### src/wdst_pkg.sv
package wdst_pkg;

  // ****************************************************************
  // Register map (byte addresses of each halfword register)
  // ****************************************************************
  localparam logic [31:0] WDST_ADDR_CONTROL = 32'h00c70000;
  localparam logic [31:0] WDST_ADDR_RELOAD = 32'h00c70002;
  localparam logic [31:0] WDST_ADDR_LIVE_COUNT = 32'h00c70004;
  localparam logic [31:0] WDST_ADDR_SERVICE_KEY = 32'h00c70006;

  // ****************************************************************
  // Control register field positions
  // ****************************************************************
  localparam int WDST_CTRL_EN_BIT = 0;
  localparam int WDST_CTRL_DEBUG_HALT_BIT = 1;
  localparam int WDST_CTRL_DOZE_BIT = 2;
  localparam int WDST_CTRL_WAIT_BIT = 3;

  // ****************************************************************
  // Values after reset
  // ****************************************************************
  localparam logic WDST_RST_EN = 1'b1;
  localparam logic WDST_RST_DEBUG_HALT = 1'b0;
  localparam logic WDST_RST_DOZE = 1'b1;
  localparam logic WDST_RST_WAIT = 1'b1;
  localparam logic [15:0] WDST_RST_RELOAD = 16'hffff;
  localparam logic [15:0] WDST_RST_SERVICE = 16'h0000;

  // ****************************************************************
  // Service keys and prescaler
  // ****************************************************************
  localparam logic [15:0] WDST_KEY_FIRST = 16'h5555;
  localparam logic [15:0] WDST_KEY_SECOND = 16'haaaa;
  localparam int WDST_PRESC_W = 12;
  // Divide ratio is 4096 system clocks per count
  localparam logic [WDST_PRESC_W-1:0] WDST_PRESC_LAST = 12'hfff;
  localparam logic [WDST_PRESC_W-1:0] WDST_PRESC_ZERO = 12'h000;

  // ****************************************************************
  // Carriers and state
  // ****************************************************************
  typedef struct packed {
    logic sel;
    logic wr;
    logic supv;
    logic [31:0] addr;
    logic [1:0] be;
    logic [15:0] wdata;
  } wdst_bus_req_t;

  typedef struct packed {
    logic ack;
    logic err;
    logic [15:0] rdata;
  } wdst_bus_rsp_t;

  typedef struct packed {
    logic en;
    logic debug_halt_select;
    logic doze;
    logic wait_sel;
    logic ctl_lock;
    logic reload_lock;
    logic [15:0] reload_field;
    logic [15:0] count_field;
    logic [15:0] service_field;
    logic armed;
    logic rst_req;
    wdst_bus_rsp_t rsp;
  } wdst_state_t;

  typedef struct packed {
    logic [WDST_PRESC_W-1:0] cnt;
  } wdst_presc_state_t;

endpackage : wdst_pkg

### src/wdst_top.sv
// Functional notes
// Wait bit write-once, reset set, halts in wait
// Doze bit write-once, reset set, halts in doze
// Debug-halt bit write-once, stops in debug
// Write-once bits lock except in debug
// First write in debug leaves register writable
// Registers accessible in debug, state resumes after
// Debug-halt toggled in debug starts/stops counting
// Disabled watchdog holds counter and prescaler
// Reload write loads counter, kept for reloads
// Reload field resets to ffff, write-once
// Prescaler cleared on every counter load
// Live count read-only, writes ignored, no error
// Service 5555 then aaaa reloads counter
// Timeout signals reset controller
// Other service values restart the sequence
// User-mode access ignored with transfer error
// Sixteen-bit down-counter requests reset on underflow
// Halted in stop mode, resumes afterwards
// Prescaler divide ratio is a constant
`timescale 1ns/1ps
module wdst_top (
  input wire logic CLK,
  input wire logic ARST_N,
  input wdst_pkg::wdst_bus_req_t BUS_REQ,
  output wdst_pkg::wdst_bus_rsp_t BUS_RSP,
  input wire logic STOP_MODE,
  input wire logic WAIT_MODE,
  input wire logic DOZE_MODE,
  input wire logic DEBUG_MODE,
  output logic WDOG_RESET_REQ,
  output logic WDOG_ENABLED
);
  import wdst_pkg::*;

  // ****************************************************************
  // State
  // ****************************************************************
  wdst_state_t s_r;
  wdst_state_t s_nxt;

  logic presc_tick;
  logic presc_clr;
  logic run;
  logic [31:0] half_addr;

  assign BUS_RSP = s_r.rsp;
  assign WDOG_RESET_REQ = s_r.rst_req;
  assign WDOG_ENABLED = s_r.en;

  // Byte enables pick which lanes of a halfword are updated
  function automatic logic [15:0] merge_lanes(
    input logic [15:0] old_val,
    input logic [15:0] new_val,
    input logic [1:0] be
  );
    logic [15:0] res;
    res = old_val;
    if (be[0]) begin
      res[7:0] = new_val[7:0];
    end
    if (be[1]) begin
      res[15:8] = new_val[15:8];
    end
    return res;
  endfunction : merge_lanes

  assign half_addr = {BUS_REQ.addr[31:1], 1'b0};

  // ****************************************************************
  // Run condition
  // ****************************************************************
  // Low-power and debug halts only freeze; nothing is reset, so
  // counting picks up exactly where it stopped.
  always_comb begin
    run = s_r.en;
    if (STOP_MODE) begin
      run = 1'b0;
    end
    if (WAIT_MODE && s_r.wait_sel) begin
      run = 1'b0;
    end
    if (DOZE_MODE && s_r.doze) begin
      run = 1'b0;
    end
    if (DEBUG_MODE && s_r.debug_halt_select) begin
      run = 1'b0;
    end
  end

  wdst_prescaler u_presc (
    .clk(CLK),
    .arst_n(ARST_N),
    .run(run),
    .clr(presc_clr),
    .tick(presc_tick)
  );

  // ****************************************************************
  // Next-state logic
  // ****************************************************************
  always_comb begin
    logic loaded;
    logic [15:0] merged;
    logic [15:0] ctl_word;
    s_nxt = s_r;
    loaded = 1'b0;
    merged = 16'h0000;
    ctl_word = 16'h0000;
    presc_clr = 1'b0;
    s_nxt.rst_req = 1'b0;
    s_nxt.rsp.ack = 1'b0;
    s_nxt.rsp.err = 1'b0;
    s_nxt.rsp.rdata = 16'h0000;

    ctl_word[WDST_CTRL_EN_BIT] = s_r.en;
    ctl_word[WDST_CTRL_DEBUG_HALT_BIT] = s_r.debug_halt_select;
    ctl_word[WDST_CTRL_DOZE_BIT] = s_r.doze;
    ctl_word[WDST_CTRL_WAIT_BIT] = s_r.wait_sel;

    if (BUS_REQ.sel) begin
      if (!BUS_REQ.supv) begin
        s_nxt.rsp.err = 1'b1;
      end else if (half_addr == WDST_ADDR_CONTROL) begin
        s_nxt.rsp.ack = 1'b1;
        s_nxt.rsp.rdata = ctl_word;
        // Control bits all sit in the low byte lane
        if (BUS_REQ.wr && BUS_REQ.be[0] && (!s_r.ctl_lock || DEBUG_MODE)) begin
          merged = merge_lanes(ctl_word, BUS_REQ.wdata, BUS_REQ.be);
          s_nxt.en = merged[WDST_CTRL_EN_BIT];
          s_nxt.debug_halt_select = merged[WDST_CTRL_DEBUG_HALT_BIT];
          s_nxt.doze = merged[WDST_CTRL_DOZE_BIT];
          s_nxt.wait_sel = merged[WDST_CTRL_WAIT_BIT];
          if (!DEBUG_MODE) begin
            s_nxt.ctl_lock = 1'b1;
          end
        end
      end else if (half_addr == WDST_ADDR_RELOAD) begin
        s_nxt.rsp.ack = 1'b1;
        s_nxt.rsp.rdata = s_r.reload_field;
        if (BUS_REQ.wr && (BUS_REQ.be != 2'b00) && (!s_r.reload_lock || DEBUG_MODE)) begin
          merged = merge_lanes(s_r.reload_field, BUS_REQ.wdata, BUS_REQ.be);
          s_nxt.reload_field = merged;
          s_nxt.count_field = merged;
          loaded = 1'b1;
          if (!DEBUG_MODE) begin
            s_nxt.reload_lock = 1'b1;
          end
        end
      end else if (half_addr == WDST_ADDR_LIVE_COUNT) begin
        // Live value; byte-wide reads may straddle a decrement
        s_nxt.rsp.ack = 1'b1;
        s_nxt.rsp.rdata = s_r.count_field;
      end else if (half_addr == WDST_ADDR_SERVICE_KEY) begin
        s_nxt.rsp.ack = 1'b1;
        s_nxt.rsp.rdata = s_r.service_field;
        if (BUS_REQ.wr && (BUS_REQ.be != 2'b00)) begin
          merged = merge_lanes(s_r.service_field, BUS_REQ.wdata, BUS_REQ.be);
          s_nxt.service_field = merged;
          if (merged == WDST_KEY_FIRST) begin
            s_nxt.armed = 1'b1;
          end else if (merged == WDST_KEY_SECOND) begin
            if (s_r.armed && s_r.en) begin
              s_nxt.count_field = s_r.reload_field;
              loaded = 1'b1;
            end
            s_nxt.armed = 1'b0;
          end else begin
            s_nxt.armed = 1'b0;
          end
        end
      end else begin
        // Unmapped halfword inside the select: no effect, error
        s_nxt.rsp.err = 1'b1;
      end
    end

    // ****************************************************************
    // Down-counter
    // ****************************************************************
    // A bus load wins over a tick in the same cycle, so a service
    // landing on the last count still prevents the reset.
    if (!loaded && presc_tick) begin
      if (s_r.count_field == 16'h0000) begin
        s_nxt.rst_req = 1'b1;
        s_nxt.count_field = s_r.reload_field;
        loaded = 1'b1;
      end else begin
        s_nxt.count_field = s_r.count_field - 16'h0001;
      end
    end

    presc_clr = loaded;
  end

  // ****************************************************************
  // Registers
  // ****************************************************************
  always_ff @(posedge CLK or negedge ARST_N) begin
    if (!ARST_N) begin
      s_r.en <= WDST_RST_EN;
      s_r.debug_halt_select <= WDST_RST_DEBUG_HALT;
      s_r.doze <= WDST_RST_DOZE;
      s_r.wait_sel <= WDST_RST_WAIT;
      s_r.ctl_lock <= 1'b0;
      s_r.reload_lock <= 1'b0;
      s_r.reload_field <= WDST_RST_RELOAD;
      s_r.count_field <= WDST_RST_RELOAD;
      s_r.service_field <= WDST_RST_SERVICE;
      s_r.armed <= 1'b0;
      s_r.rst_req <= 1'b0;
      s_r.rsp <= '0;
    end else begin
      s_r <= s_nxt;
    end
  end

endmodule : wdst_top

### src/wdst_prescaler.sv
`timescale 1ns/1ps
module wdst_prescaler (
  input wire logic clk,
  input wire logic arst_n,
  input wire logic run,
  input wire logic clr,
  output logic tick
);
  import wdst_pkg::*;

  wdst_presc_state_t s_r;
  wdst_presc_state_t s_nxt;

  // One-cycle enable pulse at the end of each prescaler period.
  // Not gated by clr: the parent derives clr from tick, a loop
  assign tick = run && (s_r.cnt == WDST_PRESC_LAST);

  always_comb begin
    s_nxt = s_r;
    if (clr) begin
      s_nxt.cnt = WDST_PRESC_ZERO;
    end else if (run) begin
      if (s_r.cnt == WDST_PRESC_LAST) begin
        s_nxt.cnt = WDST_PRESC_ZERO;
      end else begin
        s_nxt.cnt = s_r.cnt + 1'b1;
      end
    end
  end

  always_ff @(posedge clk or negedge arst_n) begin
    if (!arst_n) begin
      s_r.cnt <= WDST_PRESC_ZERO;
    end else begin
      s_r <= s_nxt;
    end
  end

endmodule : wdst_prescaler

### config.mk
export PLATFORM = sky130hd
export DESIGN_NAME = wdst_top
export DESIGN_NICKNAME = d
export VERILOG_FILES = /design/src/wdst_pkg.sv /design/src/wdst_top.sv /design/src/wdst_prescaler.sv
export SDC_FILE = /design/constraint.sdc
export NUM_CORES = 1
export LEC_CHECK = 0
export BUFFER_PORTS_ARGS = -buffer_cell sky130_fd_sc_hd__buf_2
export CAP_MARGIN = 20
export CELL_PAD_IN_SITES_DETAIL_PLACEMENT = 2
export CELL_PAD_IN_SITES_GLOBAL_PLACEMENT = 2
export CORE_ASPECT_RATIO = 1.4
export CORE_MARGIN = 2
export CORE_UTILIZATION = 25
export CTS_BUF_LIST = sky130_fd_sc_hd__clkbuf_2
export CTS_CLUSTER_SIZE = 8
export DETAILED_ROUTE_END_ITERATION = 16
export PLACE_DENSITY_LB_ADDON = 0.25
export SLEW_MARGIN = 20
export SYNTH_ARGS = -nofsm -noshare
export SYNTH_HDL_FRONTEND = slang
export SYNTH_HIERARCHICAL = 1
export SYNTH_SLANG_ARGS = --single-unit
export TNS_END_PERCENT = 5
### constraint.sdc
create_clock -name CLK -period 5.8 [get_ports CLK]
set_clock_uncertainty 0.15 [all_clocks]
set_input_delay 1.16 -clock CLK [delete_from_list [all_inputs] [get_ports CLK]]
set_output_delay 1.16 -clock CLK [all_outputs]
set_load 0.01 [all_outputs]
==> results of run 1 <==
[routing by layer]
metal | global-route usage [%] | routed length, µm | up-vias
met1 | 20.3 | 7430 | 2336
met3 | 1.95 | 587 | 26
met4 | 7.05 | 530 | 0
met5 | 0 | 0 | -
met2 | 31.0 | 9730 | 100
li1 | - | - | 2089
[state kept, by name, indices dropped and copies added (netlist names)]
| signal | cells |
|---|---|
| BUS_RSP | 18 |
| WDOG_ENABLED | 1 |
| WDOG_RESET_REQ | 1 |
| s_r | 54 |
| u_presc/s_r | 12 |
[power groups by stage]
| stage | clock [mW] | sequential (mW) | combinational, mW |
|---|---|---|---|
| after floorplan | 0 | 0.612 | 0.0287 |
| after global placement | 0 | 0.612 | 0.0802 |
| after detailed placement | 0 | 0.612 | 0.0828 |
| after CTS | 0.401 | 0.603 | 0.0829 |
| after global routing | 0.425 | 0.604 | 0.0900 |
| final | 0.382 | 0.603 | 0.0806 |
[worst register-to-register path: cells and delay by family (launching register included)]
kind	cells	cell delay, ns
and+or+nand+nor	5	1.69
AOI/OAI and AO/OA	4	1.12
DFF	1	0.48
[per-stage QoR]
step           worst slack (ns)  hold WS, ns  power [mW]  instance area [µm²]
2_1_floorplan              1.86        0.298       0.640                 5260
3_3_place_gp               1.26        0.322       0.692                 5760
3_5_place_dp               1.20        0.328       0.694                 5760
4_1_cts                    1.90        0.261        1.09                 5900
5_1_grt                    1.79        0.259        1.12                 5910
6_report                   1.97        0.288        1.07                 5910
[cell families after synthesis]
kind of cell | count (synthesis) | synth area share [%]
XOR/XNOR | 7 | 1.17
buffers and inverters | 65 | 6.76
AND/OR/NAND/NOR | 200 | 20.4
flip-flops | 86 | 41.7
multiplexers | 50 | 11.5
AO/OA/AOI/OAI | 132 | 17.7
adder cells (fa/ha/maj) | 3 | 0.714
[synth_stat cells (15+ instances only)]
| library cell | count |
|---|---|
| nor2_1 | 49 |
| mux2_2 | 44 |
| a21oi_1 | 19 |
| clkbuf_1 | 16 |
| o21ai_0 | 28 |
| buf_4 | 19 |
| dfstp_2 | 35 |
| nand2_1 | 54 |
| dfrtp_1 | 51 |
| a22oi_1 | 26 |
| nand3_1 | 17 |
| nor4_1 | 15 |
| inv_1 | 20 |
[final timing paths]
path | to | slack (ns) | depth (start not counted)
min reg2reg | s_r[69] | 0.38 | 1
max | u_presc/s_r[10] | 1.97 | 10
min in group CLK | s_r[69] | 0.38 | 1
min | u_presc/s_r[11] | 0.29 | 1
max in group asynchronous | BUS_RSP[11] | 4.10 | 2
max reg2reg | u_presc/s_r[10] | 2.34 | 9
[cell type report]
class / instances / area [µm²] / area share (%)
multi-input combinational: 392 / 2720 / 46.1
clock inverter: 7 / 96.3 / 1.63
timing repair buffer: 85 / 448 / 7.58
tap: 256 / 320 / 5.42
clock buffer: 9 / 45.0 / 0.762
antenna: 1 / 2.50 / 0.0424
sequential: 86 / 2200 / 37.2
inverter: 21 / 78.8 / 1.33
==> flow_summary_export.csv, run 1 <==
group,metric,value,unit
grt,grt_pass1_wl,29400,µm
clocking,cts_max_path_buffers,2,
grt,grt_use_total,17.1,%
synthesis,synth_area_leaders,"dfrtp_1, dfstp_2, mux2_2, nand2_1, a22oi_1",
synthesis,avgSynthCellArea,9.69,µm²
power,p_leak,2.49,nW
clocking,post-cts-setup-buffer-count,0,
clocking,clockRootBuffer,"clkbuf_2",
timing,rsz0062_at_grt,"no",
floorplanning,die_y,176,µm
layout,syn_to_final_growth,12.3,%
detailed_routing,drtIter0Drc,149,
worst_setup_path,cpPeakStageDelay,0.55,ns
synthesis,netlist_instances,543,
timing,slew_violations,0,
detailed_routing,avgViaCountPerCell,5.31,
detailed_routing,wl,18300,µm
synthesis,yosys.area.top_type,"dfrtp_1",
power,swShare,27.4,%
timing,fin_crit_sh,66.0,%
grt,grt_overflow_total,0,
power,clkPwrFrac,35.9,%
clocking,holdBufCountCts,0,
timing,fmax,261,MHz
detailed_routing,drc,0,
floorplanning,start_util,25.6,%
layout,final_nets,657,
synthesis,ys.warnings.count,6,
clocking,clk_pin_slew,0.27,ns
grt,grt_pass1_vias,5145,
worst_setup_path,worstPathArrival,4.25,ns
power,power.density,180,mW/mm²
timing,hold_viol_final,0,
floorplanning,pin_count,79,
timing,tightest_slew,1.06,ns
placement,dp_hpwl,13600,µm
layout,fillers,2313,
detailed_routing,drt_pass1_iterations,7,
synthesis,synthesis.area,0.00526,mm²
synthesis,netlist.area_leader.share,24.3,%
power,ir_drop,97.1,µV
placement,globalplace.congestion,0.793,
synthesis,yosysSeqAreaShare,41.7,%
worst_setup_path,required,6.22,ns
timing,period_needed,3.83,ns
clocking,tritoncts,"yes",
run_status,status,"complete, no violations",
grt,antenna_found_initial,1,
synthesis,synthArstFlopShare,100,%
layout,final_cells,857,
timing,setup_violations,0,
power,comb_power_share,7.6,%
layout,final_common_cell,"buf_2",
worst_setup_path,rr_startpoint,"s_r[34]",
worst_setup_path,path_buf_inv,1,
worst_setup_path,crit_path_end_kind,"register",
layout,layout-drive-gt1-share,34.5,%
placement,io_buffers,77,
clocking,cts_sinks,86,
power,p_seq_share,56.6,%
clocking,cts_resized,0,
worst_setup_path,path_class,"input port to register",
floorplanning,die_area,0.0222,mm²
synthesis,synth-edff-count,0,
detailed_routing,num_vias,4551,
worst_setup_path,slowest_stage,"or3b_2",
synthesis,ys_ff_latch,86,
worst_setup_path,setup.worst_path.start,"BUS_REQ[17]",
synthesis,ys.flop_type,"dfrtp_1",
layout,final_util,28.7,%
synthesis,synthDistinctLibCells,74,
power,p_sw,292,µW
flow_run,maxCapViolations,0,
placement,dp.cells,839,
power,p_int,774,µW
clocking,cts.htree.levels,3,
floorplanning,core_area,0.0206,mm²
timing,slew_headroom,29.2,%
grt,grt_max_degree,55,
worst_setup_path,cp_cell_sequence,"buf_2, or3b_2, a222oi_1, and3_1, a31oi_1, nand2_1, o211a_4, nand2_2, or4_4, a21oi_2",
worst_setup_path,crit_fanout,23,
synthesis,synth_nets,605,
clocking,worstSkewPairLatency,0.63,ns
min_path,hp-class,"input port to async pin",
worst_setup_path,cpLargestDelayFamily,"simple AND/OR/NAND/NOR gates",
floorplanning,rows,62,
layout,mostFrequentLayoutCells,"buf_2, nand2_1, dfrtp_1, nor2_1, mux2_2",
timing,timing.setup.tns,0,ns
detailed_routing,avgRoutedWirePerCell,21.3,µm
detailed_routing,drtAntennaViolNets,0,
clocking,cts_buffers,9,
worst_setup_path,crit_path_start_kind,"input port",
floorplanning,die_w,127,µm
Power figures use the tool's default switching activity.
==> run 2, diff against run 1 <==
Settings changed: ABC_AREA set to 1.
Clock period 5.8 ns to 3.28 ns, I/O delays scaled along.
==> flow_summary_export.csv, run 2 <==
group,metric,value,unit
detailed_routing,wl,21700,µm
placement,globalplace.congestion,0.837,
synthesis,yosys.area.top_type,"dfrtp_1",
floorplanning,die_area,0.0246,mm²
synthesis,yosys.area_share.simple,32.9,%
placement,dp_hpwl,17300,µm
flow_run,maxCapViolations,0,
synthesis,synth_nets,912,
synthesis,avgSynthCellArea,6.86,µm²
synthesis,yosysSeqAreaShare,37.7,%
clocking,worstSkewPairLatency,0.63,ns
synthesis,synth.most_common_cell,"nand2_1",
grt,antenna_found_initial,1,
layout,final_util,29.7,%
worst_setup_path,path_class,"register to register",
power,power.density,268,mW/mm²
floorplanning,die_y,185,µm
clocking,clk_pin_slew,0.25,ns
detailed_routing,avgViaCountPerCell,4.72,
detailed_routing,drtAntennaViolNets,0,
floorplanning,die_w,133,µm
min_path,hp-class,"input port to register",
timing,period_needed,2.89,ns
detailed_routing,drt_pass1_iterations,6,
layout,final_common_cell,"nand2_1",
synthesis,synthDistinctLibCells,37,
synthesis,synth_area_leaders,"dfrtp_1, dfstp_2, nand2_1, inv_1, nor2_1",
placement,io_buffers,77,
clocking,cts_max_path_buffers,2,
layout,fillers,2813,
clocking,tritoncts,"yes",
synthesis,synth_top_family_by_area,"simple AND/OR/NAND/NOR gates",
timing,slew_violations,0,
clocking,cts_buffers,9,
timing,whs,0.0989,ns
grt,grt_pass1_vias,6515,
worst_setup_path,crit_path_end_kind,"register",
placement,place_area,0.00672,mm²
worst_setup_path,required,3.73,ns
layout,layout-drive-gt1-share,22.5,%
detailed_routing,drtIter0Drc,160,
layout,final_cells,1260,
clocking,cts_sinks,86,
run_status,status,"complete, no violations",
floorplanning,pin_count,79,
layout,largest_reg_flops,54,
synthesis,synthMuxAreaShare,0.773,%
power,ir_drop,121,µV
synthesis,ys_ff_latch,86,
timing,fmax,346,MHz
worst_setup_path,crit_path_start_kind,"register",
synthesis,yosys.area_share.xor_xnor,1.95,%
detailed_routing,num_vias,5949,
clocking,cts_resized,0,
timing,hold_viol_final,0,
synthesis,synth-compound-area-share,13.6,%
grt,grt_overflow_total,0,
layout,multi_input_area,0.00291,mm²
synthesis,synth_common_cells,"nand2_1, inv_1, nor2_1",
synthesis,synthesis.area,0.00583,mm²
synthesis,ys.warnings.count,6,
clocking,clockRootBuffer,"clkbuf_2",
layout,seq_area,0.00220,mm²
clocking,cts.htree.levels,3,
placement,dp.cells,1241,
timing,setup_violations,0,
timing,fin_ws,0.392,ns
worst_setup_path,worstPathArrival,3.34,ns
detailed_routing,drc,0,
synthesis,netlist.area_leader.share,21.9,%
floorplanning,core_area,0.0230,mm²
power,power,1.84,mW
timing,timing.setup.tns,0,ns
timing,fin_crit_sh,88.0,%
synthesis,synth-edff-count,0,
grt,grt_pass1_wl,35300,µm
synthesis,synth-adder-area-share,0.644,%
floorplanning,start_util,25.3,%
layout,mostFrequentLayoutCells,"nand2_1, inv_1, nor2_1, buf_2, dfrtp_1",
layout,largest-register,"s_r",
worst_setup_path,crit_fanout,5,
power,p_leak,3.45,nW
grt,grt_use_total,18.6,%
synthesis,synthArstFlopShare,100,%
detailed_routing,avgRoutedWirePerCell,17.2,µm
floorplanning,rows,66,
clocking,post-cts-setup-buffer-count,0,
timing,rsz0062_at_grt,"no",
layout,syn_to_final_growth,17.5,%
timing,tightest_slew,0.459,ns
placement,pre_cts_ws,0.0937,ns
synthesis,netlist_instances,850,
timing,slew_headroom,69.3,%
layout,finish.instance_area,0.00685,mm²
layout,final_nets,1010,
synthesis,ys.flop_type,"dfrtp_1",
grt,grt_max_degree,63,
==> run 2: path summary, 6_finish.rpt <==
| check | start | to | slack [ns] | cells after the start |
|---|---|---|---|---|
| worst max-delay path | WDOG_ENABLED | u_presc/s_r[10] | 0.39 | 14 |
| worst min-delay path | BUS_REQ[52] | BUS_RSP[16] | 0.1 | 2 |
| worst max register to register | WDOG_ENABLED | u_presc/s_r[10] | 0.39 | 14 |
| worst min register to register | s_r[61] | s_r[61] | 0.35 | 2 |
| max in group asynchronous | ARST_N | s_r[66] | 1.95 | 3 |
| min in group asynchronous | ARST_N | u_presc/s_r[2] | 0.28 | 2 |
==> run 2: area by class of cell <==
| type | count | area share [%] |
|---|---|---|
| Tap cell | 306 | 5.59 |
| Multi-Input combinational cell | 605 | 42.5 |
| Clock buffer | 10 | 0.731 |
| Sequential cell | 86 | 32.1 |
| Clock inverter | 6 | 0.767 |
| Inverter | 116 | 6.36 |
| Antenna cell | 1 | 0.0365 |
| Timing Repair Buffer | 130 | 11.9 |
==> run 2: logic make-up after synthesis <==
family,after synthesis
and+or+nand+nor,449
buffers and inverters,159
AOI/OAI and AO/OA,136
DFF,86
xor gates and xnor gates,13
muxes,4
adders and majority gates,3
==> run 2: timing repair <==
action | 4_1_cts | 5_1_grt
setup endpoints to repair | 0 | 0
endpoints found under the hold margin | 25 | 0
hold buffers | 2 | 0
==> run 2: where the power goes <==
group | internal (mW) | switching [mW]
registers | 1.07 | 0.000123
clock network | 0.171 | 0.414
logic | 0.0719 | 0.115
total | 1.31 | 0.529
==> run 2: critical path, cell delays in order, from the launching register on <==
cell	delay, ns
dfstp_2	0.65
nand3b_1	0.09
a221oi_1	0.34
buf_4	0.22
inv_1	0.06
nor4_2	0.30
inv_1	0.09
o21ai_0	0.17
buf_4	0.15
nor2_4	0.06
nor2_1	0.18
nand4_1	0.16
nor2_1	0.12
nor2_1	0.05
nor2_1	0.08
==> run 2: metal layers <==
layer  global-route usage (%)  part of all wire [%]  vias to the layer above
li1                         -                     -                     2898
met1                     20.7                    40                     2967
met3                     2.42                   1.9                       19
met4                     5.72                   1.9                        0
met2                     36.4                    56                       65
met5                        0                     0                        -
